==> config.mk <==
export PLATFORM = sky130hd
export DESIGN_NAME = plkb_key_builder
export DESIGN_NICKNAME = d
export VERILOG_FILES = /design/src/inc/plkb_pkg.sv /design/src/verilog/plkb_key_builder.sv
export VERILOG_INCLUDE_DIRS = /design/src /design/src/inc
export SDC_FILE = /design/constraint.sdc
export NUM_CORES = 1
export LEC_CHECK = 0
export BUFFER_PORTS_ARGS = -buffer_cell sky130_fd_sc_hd__buf_2
export CELL_PAD_IN_SITES_DETAIL_PLACEMENT = 0
export CELL_PAD_IN_SITES_GLOBAL_PLACEMENT = 1
export CORE_AREA = 5 5 436 438
export CTS_BUF_LIST = sky130_fd_sc_hd__clkbuf_16
export DETAILED_ROUTE_END_ITERATION = 16
export DIE_AREA = 0 0 441 443
export PLACE_DENSITY = 0.39
export SYNTH_ARGS = -nofsm -noshare
export SYNTH_HDL_FRONTEND = slang
export SYNTH_SLANG_ARGS = --single-unit
==> constraint.sdc <==
create_clock -name pclk -period 5.6 [get_ports pclk]
set_clock_uncertainty 0.05 [all_clocks]
set_input_delay 1.4 -clock pclk [delete_from_list [all_inputs] [get_ports pclk]]
set_output_delay 1.4 -clock pclk [all_outputs]
set_load 0.01 [all_outputs]
==> src/inc/plkb_params.svh <==
/*
 * Field positions, widths, register offsets and fixed values for the
 * policy lookup key builder.
 * Assumes it is included by its bare name after the package.
 */
`ifndef PLKB_PARAMS_SVH
`define PLKB_PARAMS_SVH

`define PLKB_KEY_W        188
`define PLKB_FIELD_LO     46
// Generic IPv4 key
`define PLKB_G_IPV4       46
`define PLKB_G_FRAG       47
`define PLKB_G_LATER      48
`define PLKB_G_OPTS       49
`define PLKB_G_HOPS       50
`define PLKB_G_TOS        51
`define PLKB_G_DST        59
`define PLKB_G_SRC        91
`define PLKB_G_EQ         123
`define PLKB_G_PROTO      124
`define PLKB_G_PAY        132
`define PLKB_G_TOP        187
// Standard IPv6 key
`define PLKB_S_HOPS       46
`define PLKB_S_SRC        47
`define PLKB_S_PROTO      175
`define PLKB_S_TOP        182
// Maintenance key
`define PLKB_O_DMAC       46
`define PLKB_O_SMAC       94
`define PLKB_O_LVL        142
`define PLKB_O_VER        149
`define PLKB_O_OPC        154
`define PLKB_O_FLG        162
`define PLKB_O_MEP        170
`define PLKB_O_LOSS0      186
`define PLKB_O_ETY        187
`define PLKB_O_TOP        187
// Widths
`define PLKB_W_BYTE       8
`define PLKB_W_IP4        32
`define PLKB_W_IP6        128
`define PLKB_W_PAY        56
`define PLKB_W_MAC        48
`define PLKB_W_LVL        7
`define PLKB_W_VER        5
`define PLKB_W_MEP        16
// Fixed values
`define PLKB_IHL_PLAIN    4'h5
`define PLKB_OAM_ETYPE    16'h8902
// Registers
`define PLKB_REG_CTRL     12'h000
`define PLKB_REG_STAT     12'h004
`define PLKB_CTRL_V6STD   0
`define PLKB_CTRL_ENABLE  1
`define PLKB_CTRL_RESET   32'h0000_0003
`define PLKB_STAT_TYPE    16

`endif

==> src/inc/plkb_pkg.sv <==
/*
 * Types of the policy lookup key builder.
 * Assumes nothing of its surroundings.
 */
package plkb_pkg;

	typedef enum logic [3:0] {
		PLKB_KT_NONE = 4'h1,
		PLKB_KT_GEN  = 4'h2,
		PLKB_KT_V6   = 4'h4,
		PLKB_KT_OAM  = 4'h8
	} plkb_kt_e;

	typedef struct packed {
		logic         is_ipv4;
		logic         is_ipv6;
		logic         is_oam;
		logic         is_ccm;
		logic         more_frags;
		logic [12:0]  frag_ofs;
		logic [3:0]   ihl;
		logic [7:0]   ttl;
		logic [7:0]   tos;
		logic [31:0]  v4_src;
		logic [31:0]  v4_dst;
		logic [127:0] v6_src;
		logic [127:0] v6_dst;
		logic [7:0]   proto;
		logic [55:0]  payload;
		logic [47:0]  dmac;
		logic [47:0]  smac;
		logic [2:0]   level;
		logic [4:0]   maint_version_field;
		logic [7:0]   maint_opcode_field;
		logic [7:0]   maint_flags_field;
		logic [15:0]  mep_id;
		logic [31:0]  tx_fcf;
		logic [31:0]  rx_fcb;
		logic [31:0]  tx_fcb;
		logic [15:0]  ethertype;
	} plkb_hdr_s;

	typedef struct packed {
		logic [187:0] key;
		logic [187:0] care;
		plkb_kt_e     kind;
		logic         l4_dont_care;
	} plkb_key_s;

endpackage

==> src/verilog/plkb_key_builder.sv <==
/*
 * Second-stage policy lookup key builder: generic IPv4, standard IPv6
 * and maintenance half-keys, each with a per-bit care mask, plus an
 * APB register pair.
 * Assumes the frame parser presents one header per hdr_valid pulse on
 * pclk, and that the matcher applies the care mask and fills bits 45:0.
 */
// The register offsets and the APB register port were left to the implementer.
`timescale 1ns/10ps
`include "plkb_params.svh"

module plkb_key_builder import plkb_pkg::*; (
	input  wire logic        pclk,         // Core clock, 20 MHz
	input  wire logic        presetn,      // Async reset, active low
	input  wire logic        psel,         // APB select
	input  wire logic        penable,      // APB access phase
	input  wire logic        pwrite,       // APB write
	input  wire logic [11:0] paddr,        // APB byte address
	input  wire logic [31:0] pwdata,       // APB write data
	input  wire logic [3:0]  pstrb,        // APB byte strobes
	output logic      [31:0] prdata,       // APB read data
	output logic             pready,       // APB ready
	output logic             pslverr,      // APB error on unmapped address
	input  wire logic        hdr_valid,    // Parsed header pulse
	input  wire plkb_hdr_s   hdr,          // Parsed header fields
	output logic             key_valid,    // Key pulse, one cycle
	output plkb_key_s        key_out       // Key, care mask, kind
);

	////////////////////////////////////////////////////////////////////////
	// Registers over APB

	logic [31:0] ctrl_q;
	logic [15:0] count_q;
	plkb_key_s   key_q;
	logic        key_valid_q;

	wire         acc_w   = psel & penable;
	wire         hit_ctl = (paddr == `PLKB_REG_CTRL);
	wire         hit_st  = (paddr == `PLKB_REG_STAT);
	wire         wr_ctl  = acc_w & pwrite & hit_ctl;
	wire         v6std   = ctrl_q[`PLKB_CTRL_V6STD];
	wire         enable  = ctrl_q[`PLKB_CTRL_ENABLE];
	wire [31:0]  stat_w  = {12'h000, key_q.kind, count_q};

	assign pready  = 1'b1;
	assign pslverr = acc_w & ~hit_ctl & ~hit_st;
	assign prdata  = ~(acc_w & ~pwrite) ? 32'h0000_0000 :
	                 hit_ctl ? ctrl_q : hit_st ? stat_w : 32'h0000_0000;

	always_ff @(posedge pclk or negedge presetn) begin
		if (!presetn) begin
			ctrl_q <= `PLKB_CTRL_RESET;
		end else if (wr_ctl) begin
			for (int b = 0; b < 4; b++) begin
				if (pstrb[b]) begin
					ctrl_q[b*8 +: 8] <= pwdata[b*8 +: 8];
				end
			end
		end
	end

	////////////////////////////////////////////////////////////////////////
	// Frame classification

	wire       frag_w    = hdr.is_ipv4 & (hdr.more_frags | (hdr.frag_ofs != 13'h0000));
	wire       later_w   = hdr.is_ipv4 & (hdr.frag_ofs != 13'h0000);
	wire       opts_w    = hdr.is_ipv4 & (hdr.ihl > `PLKB_IHL_PLAIN);
	wire       l4dc_w    = opts_w | later_w;
	wire       hops_w    = (hdr.ttl != 8'h00);
	wire       eq_w      = hdr.is_ipv6 ? (hdr.v6_src == hdr.v6_dst)
	                                   : (hdr.v4_src == hdr.v4_dst);
	wire       loss0_w   = hdr.is_ccm & (hdr.tx_fcf == 32'h0) &
	                       (hdr.rx_fcb == 32'h0) & (hdr.tx_fcb == 32'h0);
	wire       ety_w     = (hdr.ethertype == `PLKB_OAM_ETYPE);
	wire [7:0] therm8_w  = (8'h01 << hdr.level) - 8'h01;
	wire [6:0] therm_w   = therm8_w[6:0];

	// Maintenance wins over IP; IPv6 falls back to generic when standard is off
	wire       use_oam   = hdr.is_oam;
	wire       use_v6    = ~use_oam & hdr.is_ipv6 & v6std;
	wire       use_gen   = ~use_oam & (hdr.is_ipv4 | (hdr.is_ipv6 & ~v6std));
	wire       take_w    = hdr_valid & enable & (use_oam | use_v6 | use_gen);
	plkb_kt_e  kind_w;
	assign kind_w = use_oam ? PLKB_KT_OAM : use_v6 ? PLKB_KT_V6 :
	                use_gen ? PLKB_KT_GEN : PLKB_KT_NONE;

	////////////////////////////////////////////////////////////////////////
	// Key assembly

	logic [`PLKB_KEY_W-1:0] gen_k, gen_c, v6_k, v6_c, oam_k, oam_c;

	always_comb begin
		gen_k = '0;
		gen_c = '0;
		gen_k[`PLKB_G_IPV4]  = hdr.is_ipv4;
		gen_k[`PLKB_G_FRAG]  = frag_w;
		gen_k[`PLKB_G_LATER] = later_w;
		gen_k[`PLKB_G_OPTS]  = opts_w;
		gen_k[`PLKB_G_HOPS]  = hops_w;
		gen_k[`PLKB_G_TOS +: `PLKB_W_BYTE] = hdr.tos;
		gen_k[`PLKB_G_DST +: `PLKB_W_IP4]  = hdr.is_ipv6 ? hdr.v6_src[63:32] : hdr.v4_dst;
		gen_k[`PLKB_G_SRC +: `PLKB_W_IP4]  = hdr.is_ipv6 ? hdr.v6_src[31:0] : hdr.v4_src;
		gen_k[`PLKB_G_EQ]    = eq_w;
		gen_k[`PLKB_G_PROTO +: `PLKB_W_BYTE] = hdr.proto;
		// Options are not skipped, so option bytes land here
		gen_k[`PLKB_G_PAY +: `PLKB_W_PAY] = hdr.payload;
		gen_c[`PLKB_G_TOP:`PLKB_FIELD_LO] = '1;
	end

	always_comb begin
		v6_k = '0;
		v6_c = '0;
		v6_k[`PLKB_S_HOPS] = hops_w;
		v6_k[`PLKB_S_SRC +: `PLKB_W_IP6]    = hdr.v6_src;
		v6_k[`PLKB_S_PROTO +: `PLKB_W_BYTE] = hdr.proto;
		v6_c[`PLKB_S_TOP:`PLKB_FIELD_LO] = '1;
	end

	always_comb begin
		oam_k = '0;
		oam_c = '0;
		oam_k[`PLKB_O_DMAC +: `PLKB_W_MAC]  = hdr.dmac;
		oam_k[`PLKB_O_SMAC +: `PLKB_W_MAC]  = hdr.smac;
		oam_k[`PLKB_O_LVL +: `PLKB_W_LVL]   = therm_w;
		oam_k[`PLKB_O_VER +: `PLKB_W_VER]   = hdr.maint_version_field;
		oam_k[`PLKB_O_OPC +: `PLKB_W_BYTE]  = hdr.maint_opcode_field;
		oam_k[`PLKB_O_FLG +: `PLKB_W_BYTE]  = hdr.maint_flags_field;
		oam_k[`PLKB_O_MEP +: `PLKB_W_MEP]   = hdr.is_ccm ? hdr.mep_id : 16'h0000;
		oam_k[`PLKB_O_LOSS0] = loss0_w;
		oam_k[`PLKB_O_ETY]   = ety_w;
		oam_c[`PLKB_O_TOP:`PLKB_FIELD_LO] = '1;
		// Endpoint id has no meaning outside continuity checks
		oam_c[`PLKB_O_MEP +: `PLKB_W_MEP] = {`PLKB_W_MEP{hdr.is_ccm}};
	end

	wire [`PLKB_KEY_W-1:0] sel_k = use_oam ? oam_k : use_v6 ? v6_k : gen_k;
	wire [`PLKB_KEY_W-1:0] sel_c = use_oam ? oam_c : use_v6 ? v6_c : gen_c;

	////////////////////////////////////////////////////////////////////////
	// Output stage, one cycle after the header

	always_ff @(posedge pclk or negedge presetn) begin
		if (!presetn) begin
			key_q       <= '{key: '0, care: '0, kind: PLKB_KT_NONE, l4_dont_care: 1'b0};
			key_valid_q <= 1'b0;
		end else begin
			key_valid_q <= take_w;
			if (take_w) begin
				key_q.key          <= sel_k;
				key_q.care         <= sel_c;
				key_q.kind         <= kind_w;
				key_q.l4_dont_care <= use_gen & l4dc_w;
			end
		end
	end

	always_ff @(posedge pclk or negedge presetn) begin
		if (!presetn) begin
			count_q <= 16'h0000;
		end else if (take_w) begin
			count_q <= count_q + 16'h0001;
		end
	end

	assign key_valid = key_valid_q;
	assign key_out   = key_q;
endmodule

# After elaboration in Yosys (flattened, before gate mapping)
# Cells that the tools add are included.
# totals
register_bits,430
input_bits,724
out_inout_bits,416
elab_cells,71
# classes
n_addsub,2
order_cmp,1
eq_ne,4
shift,1
mux,14
bitwise,29
reduce_logical,10
# ops
operator,n
188-bit two-way mux,4
128-bit == test,1
32-bit two-way mux,4
32-bit zero test,3
32-bit == test,1
20-bit two-way mux,1
1-bit AND,19
"16-bit by 1-bit adder with 16-bit output, second input constant",1
"16-bit == test, second input constant",1
16-bit two-way mux,1
13-bit nonzero test,1
"12-bit by 3-bit == test with 1-bit output, second input constant",1
12-bit zero test,1
2-bit AND reduction,4
8-bit nonzero test,1
"1-bit by 3-bit << shifter with 7-bit output, first input constant",1
"7-bit by 1-bit subtractor with 7-bit output, second input constant",1
1-bit inverter,5
1-bit OR,5
"4-bit by 3-bit greater-than comparator with 1-bit output, second input constant",1
4-bit two-way mux,1
3-bit two-way mux,1
2-bit two-way mux,1
1-bit two-way mux,1

# Longest topological paths before layout
# Gate-level depths: netlist of run 1.
# logic_depth
word_depth,7
mapped_depth,8
mapped_depth_nobuf,7

# Worst setup path after synthesis of run 1
# No wires, ideal clock.
# synth_timing
path_kind,input to output
start,input port paddr[1]
end,output port prdata[21]
arrival_ns,2.662
required_time_ns,4.150
slack_ns,1.488
cell_stages,6
n_path_buf,1
cell_sequence,nor4_2 -> nand3_1 -> or3_1 -> nor2_1 -> clkbuf_2 -> and2_1
# synth_via
elab_chain_cells,3
# synth_rtl
item,line_no,rtl
start: declaration,plkb_key_builder.sv:18,"input wire logic [11:0] paddr,"
12-bit zero test (no source line),--,
32-bit two-way mux,plkb_key_builder.sv:49,hit_ctl ? ctrl_q : hit_st ? stat_w : 32'h0000_0000;
32-bit two-way mux,plkb_key_builder.sv:48,assign prdata = ~(acc_w & ~pwrite) ? 32'h0000_0000 :
end: declaration,plkb_key_builder.sv:21,"output logic [31:0] prdata,"
# No other way between the ends.

# Worst setup path in the final report of run 1
# layout_timing
start,input port paddr[1]
end,output port prdata[4]
# layout_via
elab_chain_cells,4
elab_cells_between_ends,5
cone_classes,eq/ne: 1; mux: 3; reduce/logical: 1
# layout_rtl
item,line_no
12-bit by 3-bit == test with 1-bit output (no source line),--
20-bit two-way mux,plkb_key_builder.sv:49
32-bit two-way mux *,plkb_key_builder.sv:49
32-bit two-way mux *,plkb_key_builder.sv:48
# Every way passes the cells marked *; elsewhere a longest branch is shown, timed or not.

==> summary.txt, run 1 <==
Finish
  • Area of the multi-input gates: 0.007624 sq mm
  • Syn-to-layout area delta: 52.99%
  • Layout net count: 3,327
  • Share of cells above drive strength 1: 44.97%
  • Register area: 0.005014 sq mm
  • Filler cells: 21,866

Route
  • First DRT Iteration DRCs: 1,022
  • Drt pass-1 iters: 5
  • WL final: 151,500 microns
  • DRC: 0
  • Met2 WL: 80,970 microns
  • WL met3: 9836 microns
  • Via count: 16,789
  • DRT antenna net count: 0
  • Wl on met1: 58,200 microns
  • Drt wl/cell: 29.56 microns
  • Drt via density: 3.277
  • Top Layer Used: met5

Clock network
  • CTS tree: yes
  • Hold_buf cts: 0
  • Post-CTS sizing: 0
  • Clk_lat worst skew: 570 ps
  • Clk buf depth: 2
  • Worst-path clk slew: 90 ps
  • Clock buffers created by TritonCTS: 17
  • Root Driver: clkbuf_16
  • Max H-tree Level: 4
  • Clock sinks: 200
  • Post-CTS Setup Repair Bufs: 0

Synth
  • Post-Synth Simple-Gate Area: 15.48%
  • Synth cell count leaders: 232 x buf_4, 220 x nand2_1, 197 x dfrtp_1
  • Syn. warnings: 0
  • Multiplexer area fraction after synthesis: 8.259%
  • Number of synthesized flops with an enable pin: 0
  • Xor/xnor share of the synthesized area: 8.250%
  • Post-synthesis sequential area ratio: 34.44%
  • Syn avg cell area: 8.378 sq um
  • Post-synth top area cell: dfrtp_1
  • Mapped Area: 0.01454 sq mm
  • Most frequent cell after synthesis: buf_4
  • Post-synth cell types: 54
  • Compound-Gate Fraction of Synth Area: 17.51%
  • Ys async rst share: 100.0%
  • Largest family of logic cells by synthesized area: compound AO/OA/AOI/OAI gates
  • Yosys top cell area share: 33.90%
  • Synthesized instance count: 1,736
  • Synth top area cells: dfrtp_1 34%, buf_4 12%, mux2i_1 5.8%
  • Predominant post-synthesis flop cell: dfrtp_1
  • Synth Area in Adders: 0.08603%
  • Flop and latch count out of synthesis: 200

Worst setup path
  • Crit path DAT: 3440 ps
  • Slowest Stage Delay on Critical Path: 560 ps
  • Critical path required time: 4150 ps
  • Worst setup SP type: primary input
  • Reg2Reg Setup Slack: 2540 ps
  • CP most frequent cell: buf_2
  • Critical Path Stages: 7
  • Worst path slowest cell: or3_1
  • Sequence of cells on the critical path: buf_2 -> nor4_2 -> nand3_1 -> or3_1 -> buf_4 -> nor2_1 -> buf_2
  • R2R depth: 5
  • Delay-heaviest family, CP: simple AND/OR/NAND/NOR gates
  • CP Buf/Inv Count: 3
  • Worst r2r src: ctrl_q[0]
  • Critical Path End Type: output pin
  • CP Max Fanout: 14
  • Path type of the worst setup path: primary input to output pin
  • Worst R2R End: key_out[306]

STA
  • Setup TNS: 0 ps
  • Setup WS post-layout: 709.9 ps
  • Tightest Pin Transition: 1192 ps
  • Period utilization: 87.32%
  • Final Hold Fails: 0
  • Final worst path period need: 4890 ps
  • Final setup viols: 0
  • Headroom to the max-slew limit: 20.29%
  • Final Slew Violations: 0
  • Fmax: 204.5 MHz
  • Unrepaired setup endpoints after global routing: no

Placement
  • RD Place Congestion: 0.8779
  • Place WS: 671.2 ps
  • DP HPWL: 132,600 microns
  • PortBufs: 1,045

Power
  • LEAKAGE: 10.83 nW
  • Net Sw Frac: 39.03%
  • Psw: 1.558 mW
  • PwrDens: 179.4 mW/mm^2
  • Seq pwr share: 36.4%
  • Logic pwr share: 24.4%
  • Cell-internal power: 2.433 mW
  • Max VDD drop: 240.1 uV
  • Clock share of power: 39.2%

Run
  • Max-cap violation count: 0

Die
  • Core area: 0.1862 sq mm
  • Height of the die: 443 microns
  • Effective utilization at floorplan: 7.811%
  • I/O pin count: 1,140
  • Rows: 159
  • Die area: 0.1954 sq mm
  • Die X: 441 microns

Global routing
  • First-pass GRT wire length: 186,300 microns
  • Overall routing resource usage: 14.91%
  • Vias in the first global route: 16,372
  • Initial antenna violation count: 86
  • Largest net degree at the start of global routing: 125
  • GRT overflow: 0

Worst hold path
  • Startpoint of the worst hold path: key_out[264]
  • Min-delay worst type: flip-flop to flip-flop
  • Worst Hold End: key_out[264]
  • Hold Path Depth: 2

Status
  • Status: finished, final reports clean
-- metal layers --
layer  global-route usage, %  up-vias
met5                       0        -
met4                   2.339       26
met3                   3.666      150
met2                   28.15      815
met1                   17.08     8244
li1                        -     7554
-- cells by family after synthesis --
group | Yosys count
fa+ha+maj | 1
simple gates | 488
flops | 200
xor+xnor | 137
other cells | 2
mux | 116
compound gates | 416
buf+inv | 376
-- stage by stage --
stage | utilization, % | cell area, sq um | total power [mW] | instances | hold slack (ps)
2_1_floorplan | - | 14890 | 1.807 | 1827 | 391.4
3_3_place_gp | 11.58 | 21560 | 2.492 | 5078 | 406.9
3_5_place_dp | 11.58 | 21560 | 2.489 | 5078 | 411.8
4_1_cts | 11.93 | 22220 | 4.155 | 5110 | 439.1
5_1_grt | 11.93 | 22220 | 4.216 | 5112 | 449.9
6_report | 11.95 | 22250 | 3.991 | 5124 | 432.3
-- worst max-delay path by stage --
| stage | startpoint | end | slack, ps |
|---|---|---|---|
| floorplan | paddr[1] | prdata[21] | 1490 |
| global placement | paddr[1] | prdata[5] | 670 |
| CTS | paddr[1] | prdata[15] | 670 |
| global route | paddr[1] | prdata[4] | 520 |
| detailed placement | paddr[1] | prdata[15] | 670 |
| finish | paddr[1] | prdata[4] | 710 |
-- power groups by stage --
stage | sequential (mW) | combinational [mW] | clock [mW]
6_report | 1.45 | 0.975 | 1.56
3_5_place_dp | 1.48 | 1.01 | 0
3_3_place_gp | 1.48 | 1.01 | 0
4_1_cts | 1.45 | 1.01 | 1.69
2_1_floorplan | 1.48 | 0.323 | 0
5_1_grt | 1.45 | 1.05 | 1.71
-- tightest hold or removal path, stage by stage (launching register included) --
cell and delay [ps]:
dfrtp_1 350, nand2_1 40, o21ai_0 60
-- placed cells by master (no fill, tap or decap), drive strengths merged, types with 3 or more instances in the layout --
cell type	n
conb	93
clkbuf	17
a21o	3
nand2b	7
inv	59
a21oi	114
buf	1086
xor2	55
o2bb2ai	3
xnor2	82
nand3	13
dfstp	3
o21ai	126
a211oi	42
a31oi	6
nand4	36
a22o	3
a221oi	38
nor2	99
o22ai	34
nor3	31
nand2	225
mux2	32
and3	3
dfrtp	197
nor4	52
diode	14
mux2i	84
and2	14
a22oi	38
-- sequential cells by signal, indices dropped and copies added (netlist names) --
signal / cells
count_q: 16
key_valid: 1
key_out: 151
ctrl_q: 32
-- area by class of cell --
| cell class | count | area share (%) |
|---|---|---|
| timing repair buffer | 1086 | 25.31 |
| inverter | 46 | 0.7760 |
| tap | 2495 | 14.03 |
| sequential | 200 | 22.53 |
| multi-input combinational | 1251 | 34.26 |
| clock buffer | 17 | 1.912 |
| antenna | 14 | 0.1575 |
| clock inverter | 15 | 1.018 |
(Power assumes the default switching activity.)
==> run 2: changes to the inputs <==
Settings changed: CORE_AREA 5 5 436 438 to 3 3 446 448, DIE_AREA 0 0 441 443 to 0 0 449 451, PLACE_DENSITY 0.39 to 0.38.
==> summary.txt, run 2 (same netlist as run 1, synthesis figures left out) <==
Status
  • Status: finished, final reports clean (unchanged)

Power
  • Clock share of power: 39.4% (was 39.2%)
  • Max VDD drop: 152.3 uV (was 240.1 uV)
  • Seq pwr share: 36.5% (was 36.4%)
  • Net Sw Frac: 38.36% (was 39.03%)
  • LEAKAGE: 10.81 nW (was 10.83 nW)
  • Logic pwr share: 24.1% (was 24.4%)
  • PwrDens: 177.1 mW/mm^2 (was 179.4 mW/mm^2)
  • Psw: 1.526 mW (was 1.558 mW)
  • Cell-internal power: 2.452 mW (was 2.433 mW)

STA
  • Final Hold Fails: 0 (unchanged)
  • Period utilization: 81.83% (was 87.32%)
  • Worst hold slack: 427.0 ps (was 432.3 ps)
  • Setup TNS: 0 ps (unchanged)
  • Fmax: 218.2 MHz (was 204.5 MHz)
  • Final Slew Violations: 0 (unchanged)
  • Tightest Pin Transition: 1121 ps (was 1192 ps)
  • Final worst path period need: 4582 ps (was 4890 ps)
  • Unrepaired setup endpoints after global routing: no (unchanged)
  • Final setup viols: 0 (unchanged)
  • Headroom to the max-slew limit: 25.07% (was 20.29%)

Run
  • Max-cap violation count: 0 (unchanged)

Finish
  • Fin area: 0.02246 sq mm (was 0.02225 sq mm)
  • Filler cells: 22,917 (was 21,866)
  • Share of cells above drive strength 1: 44.86% (was 44.97%)
  • Commonest non-fill, non-tap cell in the layout: buf_2 (unchanged)
  • Syn-to-layout area delta: 54.44% (was 52.99%)
  • Most frequent cells in the layout: 1,042 x buf_2, 220 x nand2_1, 196 x dfrtp_1 (unchanged)
  • Layout net count: 3,320 (was 3,327)
  • Max FFs per register: 151 (unchanged)

Clock network
  • Hold_buf cts: 0 (unchanged)
  • Post-CTS sizing: 0 (unchanged)
  • Worst-path clk slew: 90 ps (about the same)
  • Clk buf depth: 2 (unchanged)
  • CTS tree: yes (unchanged)
  • Clk_lat worst skew: 560 ps (was 570 ps)
  • Max H-tree Level: 4 (unchanged)
  • Clock sinks: 200 (unchanged)
  • Post-CTS Setup Repair Bufs: 0 (unchanged)
  • Root Driver: clkbuf_16 (unchanged)
  • Clock buffers created by TritonCTS: 17 (unchanged)

Route
  • Drt via density: 3.148 (was 3.277)
  • DRC: 0 (unchanged)
  • WL final: 150,400 microns (was 151,500 microns)
  • Drt wl/cell: 28.48 microns (was 29.56 microns)
  • Via count: 16,625 (was 16,789)
  • First DRT Iteration DRCs: 1,021 (was 1,022)
  • Drt pass-1 iters: 5 (unchanged)
  • DRT antenna net count: 0 (unchanged)

Worst setup path
  • Worst setup endpoint: prdata[4] (unchanged)
  • Path type of the worst setup path: primary input to output pin (unchanged)
  • Worst r2r src: ctrl_q[0] (unchanged)
  • Worst path slowest cell: or3_1 (unchanged)
  • Reg2Reg Setup Slack: 2510 ps (was 2540 ps)
  • Sequence of cells on the critical path: buf_2 -> nor4_2 -> nand3_1 -> or3_1 -> buf_4 -> nor2_1 -> buf_2 (unchanged)
  • CP most frequent cell: buf_2 (unchanged)
  • Critical path required time: 4150 ps (about the same)
  • Critical Path End Type: output pin (unchanged)
  • Worst R2R End: key_out[311] (was key_out[306])
  • Crit path DAT: 3130 ps (was 3440 ps)
  • Slowest Stage Delay on Critical Path: 520 ps (was 560 ps)
  • CP Max Fanout: 12 (was 14)
  • Crit path from: paddr[5] (was paddr[1])
  • Worst setup SP type: primary input (unchanged)
  • R2R depth: 5 (unchanged)

Placement
  • RD Place Congestion: 0.8950 (was 0.8779)
  • Dpl cell area: 0.02168 sq mm (was 0.02156 sq mm)
  • DP HPWL: 131,700 microns (was 132,600 microns)
  • PortBufs: 1,045 (unchanged)

Global routing
  • Vias in the first global route: 16,582 (was 16,372)
  • Overall routing resource usage: 14.32% (was 14.91%)
  • Largest net degree at the start of global routing: 131 (was 125)
  • First-pass GRT wire length: 184,700 microns (was 186,300 microns)
  • Initial antenna violation count: 101 (was 86)
  • GRT overflow: 0 (unchanged)

Die
  • Effective utilization at floorplan: 7.459% (was 7.811%)
  • Die X: 449 microns (was 441 microns)
  • Core area: 0.1950 sq mm (was 0.1862 sq mm)
  • Height of the die: 451 microns (was 443 microns)
  • Rows: 162 (was 159)
  • Die area: 0.2025 sq mm (was 0.1954 sq mm)
  • I/O pin count: 1,140 (unchanged)

Worst hold path
  • Min-delay worst type: flip-flop to flip-flop (unchanged)
==> run 2: per-layer routing <==
layer	global-route usage (%)	share of wire, %	wire length, microns	up-vias
met3	4.019	6.7	10080	187
met1	15.82	38	56690	8059
li1	-	-	-	7578
met5	0	0.11	172	-
met2	25.84	52	78600	775
met4	5.510	3.2	4856	26
==> run 2: worst min path at each step <==
| stage | from | to | slack (ps) | cells past startpoint |
|---|---|---|---|---|
| finish | key_out[0] | key_out[0] | 430 | 2 |
| global route | key_out[0] | key_out[0] | 450 | 2 |
| CTS | key_out[0] | key_out[0] | 430 | 2 |
| detailed placement | key_out[0] | key_out[0] | 410 | 2 |
| global placement | key_out[0] | key_out[0] | 400 | 2 |
| floorplan | count_q[15] | count_q[15] | 390 | 1 |
==> run 2: critical path, delay by kind of cell <==
family | cells | cell delay [ps]
buf+inv | 3 | 550
simple gates | 4 | 1160
==> run 2: power groups by stage <==
stage	logic, mW	clock network, mW	registers [mW]
final	0.957	1.57	1.45
after global routing	1.03	1.70	1.45
after CTS	0.998	1.68	1.45
after detailed placement	0.994	0	1.48
after global placement	0.994	0	1.48
after floorplan	0.323	0	1.48
==> run 2: cell type report <==
cell class / count / area (sq um) / share of cell area [%]
clock buffers: 17 / 425.4 / 1.894
diodes: 49 / 122.6 / 0.5459
inverters: 46 / 172.7 / 0.7687
well taps: 2624 / 3283 / 14.62
multi-input cells: 1251 / 7627 / 33.96
flip-flops and latches: 200 / 5014 / 22.32
clock inverters: 15 / 237.7 / 1.058
repair buffers: 1079 / 5579 / 24.84
==> run 2: stage by stage <==
step / util [%] / worst slack, ps / power (mW) / cells
2_1_floorplan: - / 1488 / 1.807 / 1827
3_3_place_gp: 11.12 / 950.8 / 2.474 / 5200
3_5_place_dp: 11.12 / 999.0 / 2.475 / 5200
4_1_cts: 11.46 / 985.5 / 4.132 / 5232
5_1_grt: 11.49 / 862.4 / 4.192 / 5261
6_report: 11.52 / 1018 / 3.979 / 5281
